--- config.mk ---
export PLATFORM = sky130hd
export DESIGN_NAME = vid_softstart_sequencer
export DESIGN_NICKNAME = d
export VERILOG_FILES = /design/src/pkg/softstart_pkg.sv /design/src/design/vid_softstart_sequencer.sv
export SDC_FILE = /design/constraint.sdc
export NUM_CORES = 1
export LEC_CHECK = 0
export BUFFER_PORTS_ARGS = -buffer_cell sky130_fd_sc_hd__buf_2
export CORE_MARGIN = 2
export CORE_UTILIZATION = 55
export DETAILED_ROUTE_END_ITERATION = 12
export PLACE_DENSITY = 0.7
export SLEW_MARGIN = 30
export SYNTH_ARGS = -nofsm -noshare
export SYNTH_HDL_FRONTEND = slang
export SYNTH_SLANG_ARGS = --single-unit
--- constraint.sdc ---
create_clock -name core_clk_i -period 5.6 [get_ports core_clk_i]
set_clock_uncertainty 0.1 [all_clocks]
set_input_delay 0.84 -clock core_clk_i [delete_from_list [all_inputs] [get_ports core_clk_i]]
set_output_delay 0.84 -clock core_clk_i [all_outputs]
set_load 0.02 [all_outputs]
--- src/pkg/softstart_pkg.sv ---
// Purpose: shared constants, types and decode helpers of the soft-start sequencer
// Assumes: reference level counted in 12.5 mV units, switching cycle built from six slots
// Notes: code bit 0 is the half-step bit, bits 5:1 the five main code bits
package softstart_pkg;

  localparam int CLK_FREQ_KHZ = 125000;
  localparam int SW_FREQ_KHZ = 500;
  localparam int SAMPLES_PER_SW = 6;
  // one slot per code sample; the switching cycle is six whole slots
  localparam int SLOT_CYCLES = CLK_FREQ_KHZ / (SW_FREQ_KHZ * SAMPLES_PER_SW);
  localparam logic [5:0] SLOT_LAST = 6'(SLOT_CYCLES - 1);
  localparam logic [2:0] SLOT_IDX_LAST = 3'(SAMPLES_PER_SW - 1);
  localparam logic [1:0] HALF_WAIT_SLOTS = 2'(SAMPLES_PER_SW / 2);

  localparam int STEP_UV = 12500;
  localparam int COARSE_STEP_UV = 25000;
  localparam int OFFSET_UV = 100000;
  localparam logic [7:0] FINE_STEP = 8'h01;
  localparam logic [7:0] COARSE_STEP = 8'(COARSE_STEP_UV / STEP_UV);
  localparam logic [3:0] OFFSET_UNITS = 4'(OFFSET_UV / STEP_UV);

  localparam int SS_DELAY_CYC = 64;
  localparam int RAMP_CYC_PER_V = 1280;
  localparam int COARSE_RAMP_CYC = 640;
  localparam int CYC_PER_UNIT = RAMP_CYC_PER_V * STEP_UV / 1000000;
  localparam int OFFSET_DEC_CYC = COARSE_RAMP_CYC / (OFFSET_UV / STEP_UV);
  localparam int NOLOAD_CYC = 2;
  localparam logic [11:0] DELAY_LAST = 12'(SS_DELAY_CYC - 1);
  localparam logic [11:0] COARSE_END = 12'(COARSE_RAMP_CYC);
  localparam logic [11:0] NOLOAD_LAST = 12'(NOLOAD_CYC - 1);
  localparam logic [4:0] COARSE_MASK = 5'(CYC_PER_UNIT * 2 - 1);
  localparam logic [3:0] FINE_MASK = 4'(CYC_PER_UNIT - 1);
  localparam logic [6:0] OFS_DIV_LAST = 7'(OFFSET_DEC_CYC - 1);

  localparam logic [5:0] NOLOAD_CODE_A = 6'h3F;
  localparam logic [5:0] NOLOAD_CODE_B = 6'h3E;
  // units each segment would give at code bits 4:0 of zero; the decode subtracts those bits
  localparam logic [7:0] LOW_SEG_BASE = 8'h57;
  localparam logic [7:0] WRAP_SEG_BASE = 8'h95;
  localparam logic [7:0] HIGH_SEG_BASE = 8'h75;
  localparam logic [4:0] WRAP_SEG_START = 5'h15;

  typedef enum logic [4:0] {
    ST_OFF    = 5'h01,
    ST_DELAY  = 5'h02,
    ST_RAMP   = 5'h04,
    ST_RUN    = 5'h08,
    ST_NOLOAD = 5'h10
  } seq_state_t;

  typedef struct packed {
    logic [7:0] ref_level;
    logic [3:0] sense_offset;
    logic phase_hiz;
    logic ov_shutdown_level;
    logic output_ok_flag;
  } seq_status_t;

  function automatic logic is_noload(input logic [5:0] code);
    return (code == NOLOAD_CODE_A) || (code == NOLOAD_CODE_B);
  endfunction

  // code to reference level in 12.5 mV units
  function automatic logic [7:0] code_to_units(input logic [5:0] code);
    logic [7:0] n;
    n = {3'h0, code[4:0]};
    if (code[5])
      return HIGH_SEG_BASE - n;
    else if (code[4:0] >= WRAP_SEG_START)
      return WRAP_SEG_BASE - n;
    else
      return LOW_SEG_BASE - n;
  endfunction

endpackage

--- src/design/vid_softstart_sequencer.sv ---
// Purpose: voltage-code tracking, enable/shutdown decision and soft-start ramp sequencing
// Assumes: comparator results arrive as async levels; arst_n_i is the supply-ok reset
// Notes: one switching cycle is six sample slots of the core clock
//
// What this block does
// - sample code six times per switching cycle
// - changed code: wait half cycle, step 12.5mV
// - sign reversal during wait cancels the step
// - far code: step every slot until one step away
// - shutdown holds phase outputs high impedance
// - all enables true with a non-no-load code and no overvoltage latch starts soft-start immediately
// - logic enable low forces shutdown
// - no-load codes shut down, others restart
// - no-load: two cycles, then trip level, disable
// - code changes never clear overvoltage shutdown
// - soft-start ramps reference from zero linearly
// - phases stay high impedance until ramp reaches output or soft-start ends
// - soft-start opens with 64-cycle delay
// - ramp takes 1280 cycles per volt
// - 100mV sense offset falls to zero over 640 cycles
// - 25mV steps first 640 cycles, then 12.5mV
// - output ok after soft-start within window
// - decode six-bit code into reference level
`timescale 1ns/10ps
module vid_softstart_sequencer
  import softstart_pkg::*;
(
  input wire logic core_clk_i,
  input wire logic arst_n_i,
  input wire logic [4:0] voltage_id_code_i,
  input wire logic half_step_id_bit_i,
  input wire logic threshold_enable_i,
  input wire logic logic_enable_i,
  input wire logic ov_latched_i,
  input wire logic ref_reached_output_i,
  input wire logic output_in_window_i,
  output seq_status_t status_o
);

  localparam int SYNC_W = 11;

  logic [SYNC_W-1:0] pin_meta_r;
  logic [SYNC_W-1:0] pin_sync_r;
  logic [5:0] slot_cnt_r;
  logic [2:0] slot_idx_r;
  seq_state_t state_r, state_nxt;
  logic [7:0] ref_r, ref_nxt;
  logic [3:0] ofs_r, ofs_nxt;
  logic hiz_r, hiz_nxt;
  logic ovl_r, ovl_nxt;
  logic ok_r, ok_nxt;
  logic [11:0] cnt_r, cnt_nxt;
  logic [6:0] div_r, div_nxt;
  logic [1:0] wait_r, wait_nxt;
  logic wup_r, wup_nxt;
  logic [5:0] last_code_r, last_code_nxt;

  // every pin comparator is asynchronous to the core clock
  always_ff @(posedge core_clk_i or negedge arst_n_i) begin
    if (!arst_n_i) begin
      pin_meta_r <= '0;
      pin_sync_r <= '0;
    end else begin
      pin_meta_r <= {voltage_id_code_i, half_step_id_bit_i, threshold_enable_i,
                     logic_enable_i, ov_latched_i, ref_reached_output_i,
                     output_in_window_i};
      pin_sync_r <= pin_meta_r;
    end
  end

  wire [5:0] code_s = pin_sync_r[10:5];
  wire thr_s = pin_sync_r[4];
  wire len_s = pin_sync_r[3];
  wire ov_s = pin_sync_r[2];
  wire reached_s = pin_sync_r[1];
  wire window_s = pin_sync_r[0];

  wire slot_tick = (slot_cnt_r == SLOT_LAST);
  wire sw_tick = slot_tick && (slot_idx_r == SLOT_IDX_LAST);

  always_ff @(posedge core_clk_i or negedge arst_n_i) begin
    if (!arst_n_i) begin
      slot_cnt_r <= '0;
      slot_idx_r <= '0;
    end else begin
      slot_cnt_r <= slot_tick ? 6'h00 : slot_cnt_r + 6'h01;
      if (slot_tick)
        slot_idx_r <= sw_tick ? 3'h0 : slot_idx_r + 3'h1;
    end
  end

  wire [7:0] tgt_units = code_to_units(code_s);
  wire noload = is_noload(code_s);
  wire last_noload = is_noload(last_code_r);
  // overvoltage latch is held outside; only its release can restart us
  wire kill = !thr_s || !len_s || ov_s;
  wire start_ok = thr_s && len_s && !noload && !ov_s;
  wire up = tgt_units > ref_r;
  wire dn = tgt_units < ref_r;
  wire [7:0] gap = up ? tgt_units - ref_r : ref_r - tgt_units;
  wire far = gap > FINE_STEP;
  wire code_chg = slot_tick && (code_s != last_code_r);
  wire [7:0] ref_step = up ? ref_r + FINE_STEP : (dn ? ref_r - FINE_STEP : ref_r);
  wire coarse_phase = cnt_r < COARSE_END;
  wire coarse_due = sw_tick && (cnt_r[4:0] == COARSE_MASK);
  wire fine_due = sw_tick && (cnt_r[3:0] == FINE_MASK);

  // ramp toward target, clamped so an odd target is never overshot
  function automatic logic [7:0] ramp_add(input logic [7:0] cur,
                                          input logic [7:0] tgt,
                                          input logic [7:0] step);
    logic [8:0] sum;
    sum = {1'b0, cur} + {1'b0, step};
    if (sum >= {1'b0, tgt})
      return tgt;
    else
      return sum[7:0];
  endfunction

  always_comb begin
    state_nxt = state_r;
    ref_nxt = ref_r;
    ofs_nxt = ofs_r;
    hiz_nxt = hiz_r;
    ovl_nxt = ovl_r;
    cnt_nxt = cnt_r;
    div_nxt = div_r;
    wait_nxt = wait_r;
    wup_nxt = wup_r;
    last_code_nxt = slot_tick ? code_s : last_code_r;
    unique case (state_r)
      ST_OFF: begin
        hiz_nxt = 1'b1;
        if (start_ok) begin
          state_nxt = ST_DELAY;
          ref_nxt = 8'h00;
          ofs_nxt = OFFSET_UNITS;
          cnt_nxt = '0;
          div_nxt = '0;
          ovl_nxt = 1'b0;
        end
      end
      ST_DELAY: begin
        if (sw_tick) begin
          if (cnt_r == DELAY_LAST) begin
            state_nxt = ST_RAMP;
            cnt_nxt = '0;
          end else begin
            cnt_nxt = cnt_r + 12'h001;
          end
        end
      end
      ST_RAMP: begin
        if (reached_s)
          hiz_nxt = 1'b0;
        if (sw_tick && cnt_r != '1)
          cnt_nxt = cnt_r + 12'h001;
        if (coarse_phase) begin
          if (coarse_due)
            ref_nxt = ramp_add(ref_r, tgt_units, COARSE_STEP);
          if (sw_tick) begin
            div_nxt = (div_r == OFS_DIV_LAST) ? 7'h00 : div_r + 7'h01;
            if (div_r == OFS_DIV_LAST && ofs_r != 4'h0)
              ofs_nxt = ofs_r - 4'h1;
          end
        end else begin
          ofs_nxt = 4'h0;
          if (fine_due)
            ref_nxt = ramp_add(ref_r, tgt_units, FINE_STEP);
        end
        if (ref_r >= tgt_units && !coarse_phase) begin
          state_nxt = ST_RUN;
          hiz_nxt = 1'b0;
          wait_nxt = '0;
        end
      end
      ST_RUN: begin
        hiz_nxt = 1'b0;
        if (code_chg && !last_noload) begin
          wait_nxt = HALF_WAIT_SLOTS;
          wup_nxt = up;
        end else if (slot_tick && wait_r != 2'h0) begin
          if (up != wup_r) begin
            wait_nxt = 2'h0;
          end else begin
            wait_nxt = wait_r - 2'h1;
            if (wait_r == 2'h1)
              ref_nxt = ref_step;
          end
        end else if (slot_tick && far) begin
          // a multi-step jump is chased at six steps per cycle
          ref_nxt = ref_step;
        end
      end
      ST_NOLOAD: begin
        if (sw_tick) begin
          if (cnt_r == NOLOAD_LAST) begin
            state_nxt = ST_OFF;
            ovl_nxt = 1'b1;
            hiz_nxt = 1'b1;
          end else begin
            cnt_nxt = cnt_r + 12'h001;
          end
        end
      end
      default: begin
        state_nxt = ST_OFF;
        hiz_nxt = 1'b1;
      end
    endcase
    if (state_r != ST_OFF && kill) begin
      state_nxt = ST_OFF;
      hiz_nxt = 1'b1;
    end else if (state_r != ST_OFF && state_r != ST_NOLOAD && noload) begin
      // phase outputs hold their state (hiz_r) through the two-cycle grace period
      state_nxt = ST_NOLOAD;
      cnt_nxt = '0;
    end
  end

  // flag drops on leaving run or leaving the window, returns with it
  assign ok_nxt = (state_r == ST_RUN) && window_s;

  always_ff @(posedge core_clk_i or negedge arst_n_i) begin
    if (!arst_n_i) begin
      state_r <= ST_OFF;
      ref_r <= '0;
      ofs_r <= '0;
      hiz_r <= 1'b1;
      ovl_r <= 1'b0;
      ok_r <= 1'b0;
      cnt_r <= '0;
      div_r <= '0;
      wait_r <= '0;
      wup_r <= 1'b0;
      last_code_r <= '0;
    end else begin
      state_r <= state_nxt;
      ref_r <= ref_nxt;
      ofs_r <= ofs_nxt;
      hiz_r <= hiz_nxt;
      ovl_r <= ovl_nxt;
      ok_r <= ok_nxt;
      cnt_r <= cnt_nxt;
      div_r <= div_nxt;
      wait_r <= wait_nxt;
      wup_r <= wup_nxt;
      last_code_r <= last_code_nxt;
    end
  end

  assign status_o.ref_level = ref_r;
  assign status_o.sense_offset = ofs_r;
  assign status_o.phase_hiz = hiz_r;
  assign status_o.ov_shutdown_level = ovl_r;
  assign status_o.output_ok_flag = ok_r;
endmodule

* Yosys cells after proc, flatten, opt, wreduce, memory -nomap -nowiden
Cells that the tools add are included.
** Word-level totals
- Register bits after elaboration :: 79
- Input bits :: 13
- Output and inout bits :: 15
- Logic and storage cells :: 187
** Operators by class
- $add $sub $neg :: 15
- Magnitude comparators :: 8
- Equality and inequality tests :: 48
- Multiplexer cells :: 60
- Reduce and logical (&&, ||, !) cells :: 41
** Operators with widths (count)
- 8-bit 2-to-1 mux :: 16
- 12-bit 2-to-1 mux :: 8
- 12-bit one-hot mux with 4 select lines :: 1
- 5-bit 2-to-1 mux :: 8
- 3-bit != test, second input constant :: 11
- 6-bit equality test, second input constant :: 5
- 7-bit 2-to-1 mux :: 4
- 4-bit != test, second input constant :: 7
- 5-bit one-hot mux with 5 select lines :: 1
- 8-bit one-hot mux with 3 select lines :: 1
- 9-bit by 8-bit >= comparator with 1-bit output :: 2
- 1-bit logical AND :: 17
- 4-bit 2-to-1 mux :: 4
- 2-bit != test, second input constant :: 8
- 4-bit AND reduction :: 4
- 7-bit by 5-bit subtractor with 8-bit output, first input constant :: 2
- 8-bit subtractor :: 2
- 7-bit one-hot mux with 2 select lines :: 1
- 12-bit by 1-bit adder with 12-bit output, second input constant :: 1
- 12-bit by 1-bit equality test with 1-bit output, second input constant :: 1
- 12-bit by 6-bit equality test with 1-bit output, second input constant :: 1
- 12-bit by 10-bit < comparator with 1-bit output, second input constant :: 1
- 12-bit != test, second input constant :: 1
- 5-bit equality test, second input constant :: 2
- 44 further kinds :: 63

* Depth between registers and ports, before layout
- Word-level depth :: 11
- Gate-level depth with buffers :: 25
- Mapped depth without buffers :: 23

* Worst setup path before layout
OpenSTA, ideal clock, no wires.
- Kind :: flip-flop to flip-flop
- Start :: register pin_sync_r[8]
- End :: register ref_r[7]
- Library setup time :: 0.128 ns
- Data arrival time :: 4.296 ns
- Required time :: 5.372 ns
- Setup slack :: 1.076 ns
- Cell stages (with the launch flop) :: 24
- Path buffers :: 2
- Period minus slack after synthesis :: 4.524 ns
- Cells stage by stage :: dfrtp_1 clkbuf_1 inv_1 ha_1 and3_1 nor2_1 a21oi_1 mux2i_1 inv_1 ha_1 buf_6 a211oi_2 o21bai_2 o21ai_4 ha_1 a21o_1 a21oi_1 o21bai_1 a21oi_1 o21ai_0 xnor2_1 o22ai_1 a21oi_1 mux2i_1
** Between the ends
- Cells in the longest elaborated chain, start to end :: 11
- Elaborated cells on any way between the ends :: 43
- Those cells by class :: add/sub: 5; order compare: 6; eq/ne: 8; mux: 16; reduce/logical: 8
** Ends and longest elaborated chain
- start: declaration :: line vid_softstart_sequencer.sv:43 : logic [SYNC_W-1:0] pin_sync_r;
- start signal: assignment :: line vid_softstart_sequencer.sv:67 : pin_sync_r <= pin_meta_r;
- branches (longest 11 deep; another with 8-bit by 5-bit subtractor with 8-bit output)
- end signal: assignment :: line vid_softstart_sequencer.sv:239 : ref_r <= ref_nxt;
- end: declaration :: line vid_softstart_sequencer.sv:47 : logic [7:0] ref_r, ref_nxt;
Parallel ways; which one is timed is not known. The select of a mux whose other input is x is not followed.
A chain may end at the register's enable or synchronous reset.

* Final worst setup path
- Start :: register pin_sync_r[6]
- End :: register ref_r[7]
The elaborated chain is that of the path after synthesis.

==> metrics.md <==
| Metric | Value |
|---|---|
| Ys Warns | `0` |
| Placed Cells | `roughly 830` |
| Placement Rows | `37` |
| Port Buffers | `27` |
| CTS Buf Count | `9` |
| Status | `completed` |
| Area growth, synth to finish | `7.42%` |
| Wire length of the first global-routing pass | `25400 µm` |
| Post-CTS Hold Fix Bufs | `0` |
| Initial Utilization | `57.0%` |
| Global-route usage over all layers | `between 20% and 30%` |
| CP startpoint kind | `flop` |
| Post-synthesis sequential area ratio | `roughly a third` |
| Relative max-transition margin | `50.8%` |
| Filler Cells Inserted | `between 900 and 1000` |
| DP HPWL | `~11000 µm` |
| CP max FO | `10` |
| Hold Path Class | `reg -> reg` |
| Max rail drop VDD | `about 0.20 mV` |
| Clk_lat worst skew | `roughly 370 ps` |
| CTS resizes | `0` |
| Sink Count | `between 70 and 80` |
| F_max | `~190 MHz` |
| Synth Area in Compound Gates | `19.7%` |
| Most common flop cell mapped by yosys | `dfrtp_1` |
| Routed wire length | `around 15000 µm` |
| Worst Path Required | `roughly 5700 ps` |
| DRC | `0` |
| Vias in the first global route | `between 5000 and 6000` |
| Antenna fix cells | `0` |
| Clock-pin slew on the worst setup and hold paths | `roughly 80 ps` |
| Cell Count, Final, Fillers Out | `844` |
| Yosys reg bits | `~80` |
| I/O pins | `28` |
| Minimum hold slack | `about 240 ps` |
| Core ar. | `approximately 10000 µm²` |
| Post-Synthesis Cells | `just under 700` |
| Drt via density | `between 6 and 7` |
| DR pass1 iterations | `5` |
| RSZ-0062 raised after global routing | `false` |
| Multiplexer share of the synthesized area | `3.49%` |
| ANT nets after route | `0` |
| Cell variety after synth | `71` |
| Pin count of the biggest net entering global routing | `80` |
| Layout cell share with drive strength beyond 1 | `between 10% and 20%` |
| DR iter-0 viols | `426` |
| Die ar. | `between 10000 and 15000 µm²` |
| Synth Area in XOR/XNOR | `around 5%` |
| Chip height | `108 µm` |
| Post-DP Area | `~6000 µm²` |
| Die X | `between 100 and 150 µm` |
| Fin crit share | `between 90 and 100%` |
| CTS tree | `yes` |
| Setup-failing EPs final | `0` |
| CP Data Arrival Time | `between 5000 and 6000 ps` |
| Final estimated routing congestion in global placement | `just over 0.9` |
| Post-synth EDFFs | `0` |
| Slew @ Worst Pin | `739 ps` |
| Root Driver | `clkbuf_8` |
| Final hold vios | `0` |
| Setup TNS | `0 ps` |
| Largest family of logic cells by synthesized area | `simple AND/OR/NAND/NOR gates` |
| Slew Viols, Final | `0` |
| Leak | `2.87 nW` |
| Routed via count | `5191` |
| Post-Syn Area | `5920 µm²` |
| Crit path kind | `reg -> reg` |
| Overflow after GRT | `0` |
| Synth Area in Simple Gates | `a little over a fifth` |
| Nets | `772` |
| CP Capture Type | `flop` |
| Avg WL per Cell | `18.2 µm` |
| PwrDens | `396 nW/µm²` |
| CTS max path bufs | `2` |
| Post-synthesis async set-or-reset flop share | `100%` |
| Register area | `slightly below 2000 µm²` |
| Multi-input gate area | `approximately 3700 µm²` |
| H-tree levels | `3` |
| Syn avg cell area | `between 8 and 9 µm²` |
| Adder-cell share of the synthesized area | `between 10% and 20%` |
| Antenna violations before repair | `0` |
| Fin crit period | `just over 5000 ps` |
| Syn_nets | `approximately 750` |
| Max-Cap Viols | `0` |
| Post-CTS setup buffer count | `0` |
| Final Instance Area | `6350 µm²` |
-- layer usage --
layer	global-route usage (%)	vias up	part of all wire (%)
met1	37.4	2445	45
met5	0	-	0
met4	14.3	0	3.6
li1	-	2503	-
met2	43.2	206	45
met3	5.69	37	6.5
-- path summary, 6_finish.rpt --
check	startpoint	end	slack (ps)	cells after the start
setup / recovery	pin_sync_r[6]	ref_r[7]	470	21
hold / removal	pin_meta_r[2]	pin_sync_r[2]	240	0
setup reg to reg	pin_sync_r[6]	ref_r[7]	470	21
hold reg to reg	pin_meta_r[2]	pin_sync_r[2]	240	0
max in group asynchronous	arst_n_i	pin_meta_r[5]	4470	1
min in group asynchronous	arst_n_i	ref_r[2]	360	1
-- area by class of cell --
cell class                 count  area share [%]
multi-input combinational    543            57.8
tap                          136            2.68
clock inverter                 4            1.14
timing repair buffer          32            2.82
clock buffer                  12            2.13
sequential                    79            31.1
inverter                      38            2.28
-- kinds of logic after synthesis --
| group | Yosys count |
|---|---|
| muxes | 19 |
| buffers and inverters | 61 |
| adders and majority gates | 56 |
| AOI/OAI and AO/OA | 182 |
| xor gates and xnor gates | 34 |
| and+or+nand+nor | 252 |
| DFF | 79 |
-- Yosys cell counts (6+ instances only) --
cell type	n	area, µm²
o22ai_1	9	56.3
xor2_1	12	105
nor2b_1	8	50.1
nand2b_1	9	56.3
o31ai_1	10	75.1
nand3_1	26	130
and2_1	8	50.1
nor3_1	9	45.0
xnor2_1	22	193
nor2_1	55	206
and3_1	13	81.3
mux2i_1	15	150
clkbuf_1	16	60.1
o21ai_0	52	260
or3_1	8	50.1
nand2_1	73	274
ha_1	54	676
a21oi_1	45	225
nand3b_1	7	52.6
a31oi_1	9	56.3
dfrtp_1	77	1930
o211ai_1	6	45.0
nor4_1	7	43.8
inv_1	36	135
-- registers in the layout, indices dropped and copies added, names as in the netlist --
| signal | flops |
|---|---|
| ovl_r | 1 |
| ref_r | 8 |
| ok_r | 1 |
| hiz_r | 1 |
| div_r | 7 |
| wup_r | 1 |
| pin_meta_r | 11 |
| last_code_r | 6 |
| slot_cnt_r | 6 |
| state_r | 5 |
| pin_sync_r | 11 |
| cnt_r | 12 |
| slot_idx_r | 3 |
| wait_r | 2 |
| ofs_r | 4 |
-- placed cells by master, fill, tap and decap left out, types with 10 or more instances in the layout --
cell type   n
a21oi_1    45
and3_1     13
buf_2      26
dfrtp_1    77
ha_1       54
inv_1      36
mux2i_1    15
nand2_1    73
nand3_1    26
nor2_1     55
o21ai_0    52
o31ai_1    10
xnor2_1    22
xor2_1     12
-- where the power goes --
part	total, W	leakage (nW)	internal, W	switching, W
combinational	0.00131	1.75	0.000526	0.000786
clock	0.000462	0.101	0.000251	0.000211
sequential	0.000743	1.02	0.000628	0.000115
-- critical path, cell delays in order, from the launching register on --
cell	delay, ps
dfrtp_1	530
inv_1	180
ha_1	240
and3_1	200
nor2_1	170
a21oi_1	130
mux2i_1	370
inv_1	150
ha_1	540
nand4_4	150
or3_4	440
o21ai_4	150
ha_1	300
a21o_1	180
a21oi_1	250
o21bai_1	100
a21oi_1	200
o21ai_0	150
xnor2_1	160
o22ai_1	90
a21oi_1	140
mux2i_1	80
-- through the flow --
stage	utilization (%)	worst slack, ps	power (W)
after CTS	61.1	366	0.00249
after global placement	59.1	600	0.00200
after floorplan	-	1080	0.00171
final	61.3	466	0.00252
after global routing	61.3	18.4	0.00269
after detailed placement	59.1	401	0.00202
Note: power is estimated with default switching activity, not from simulation.
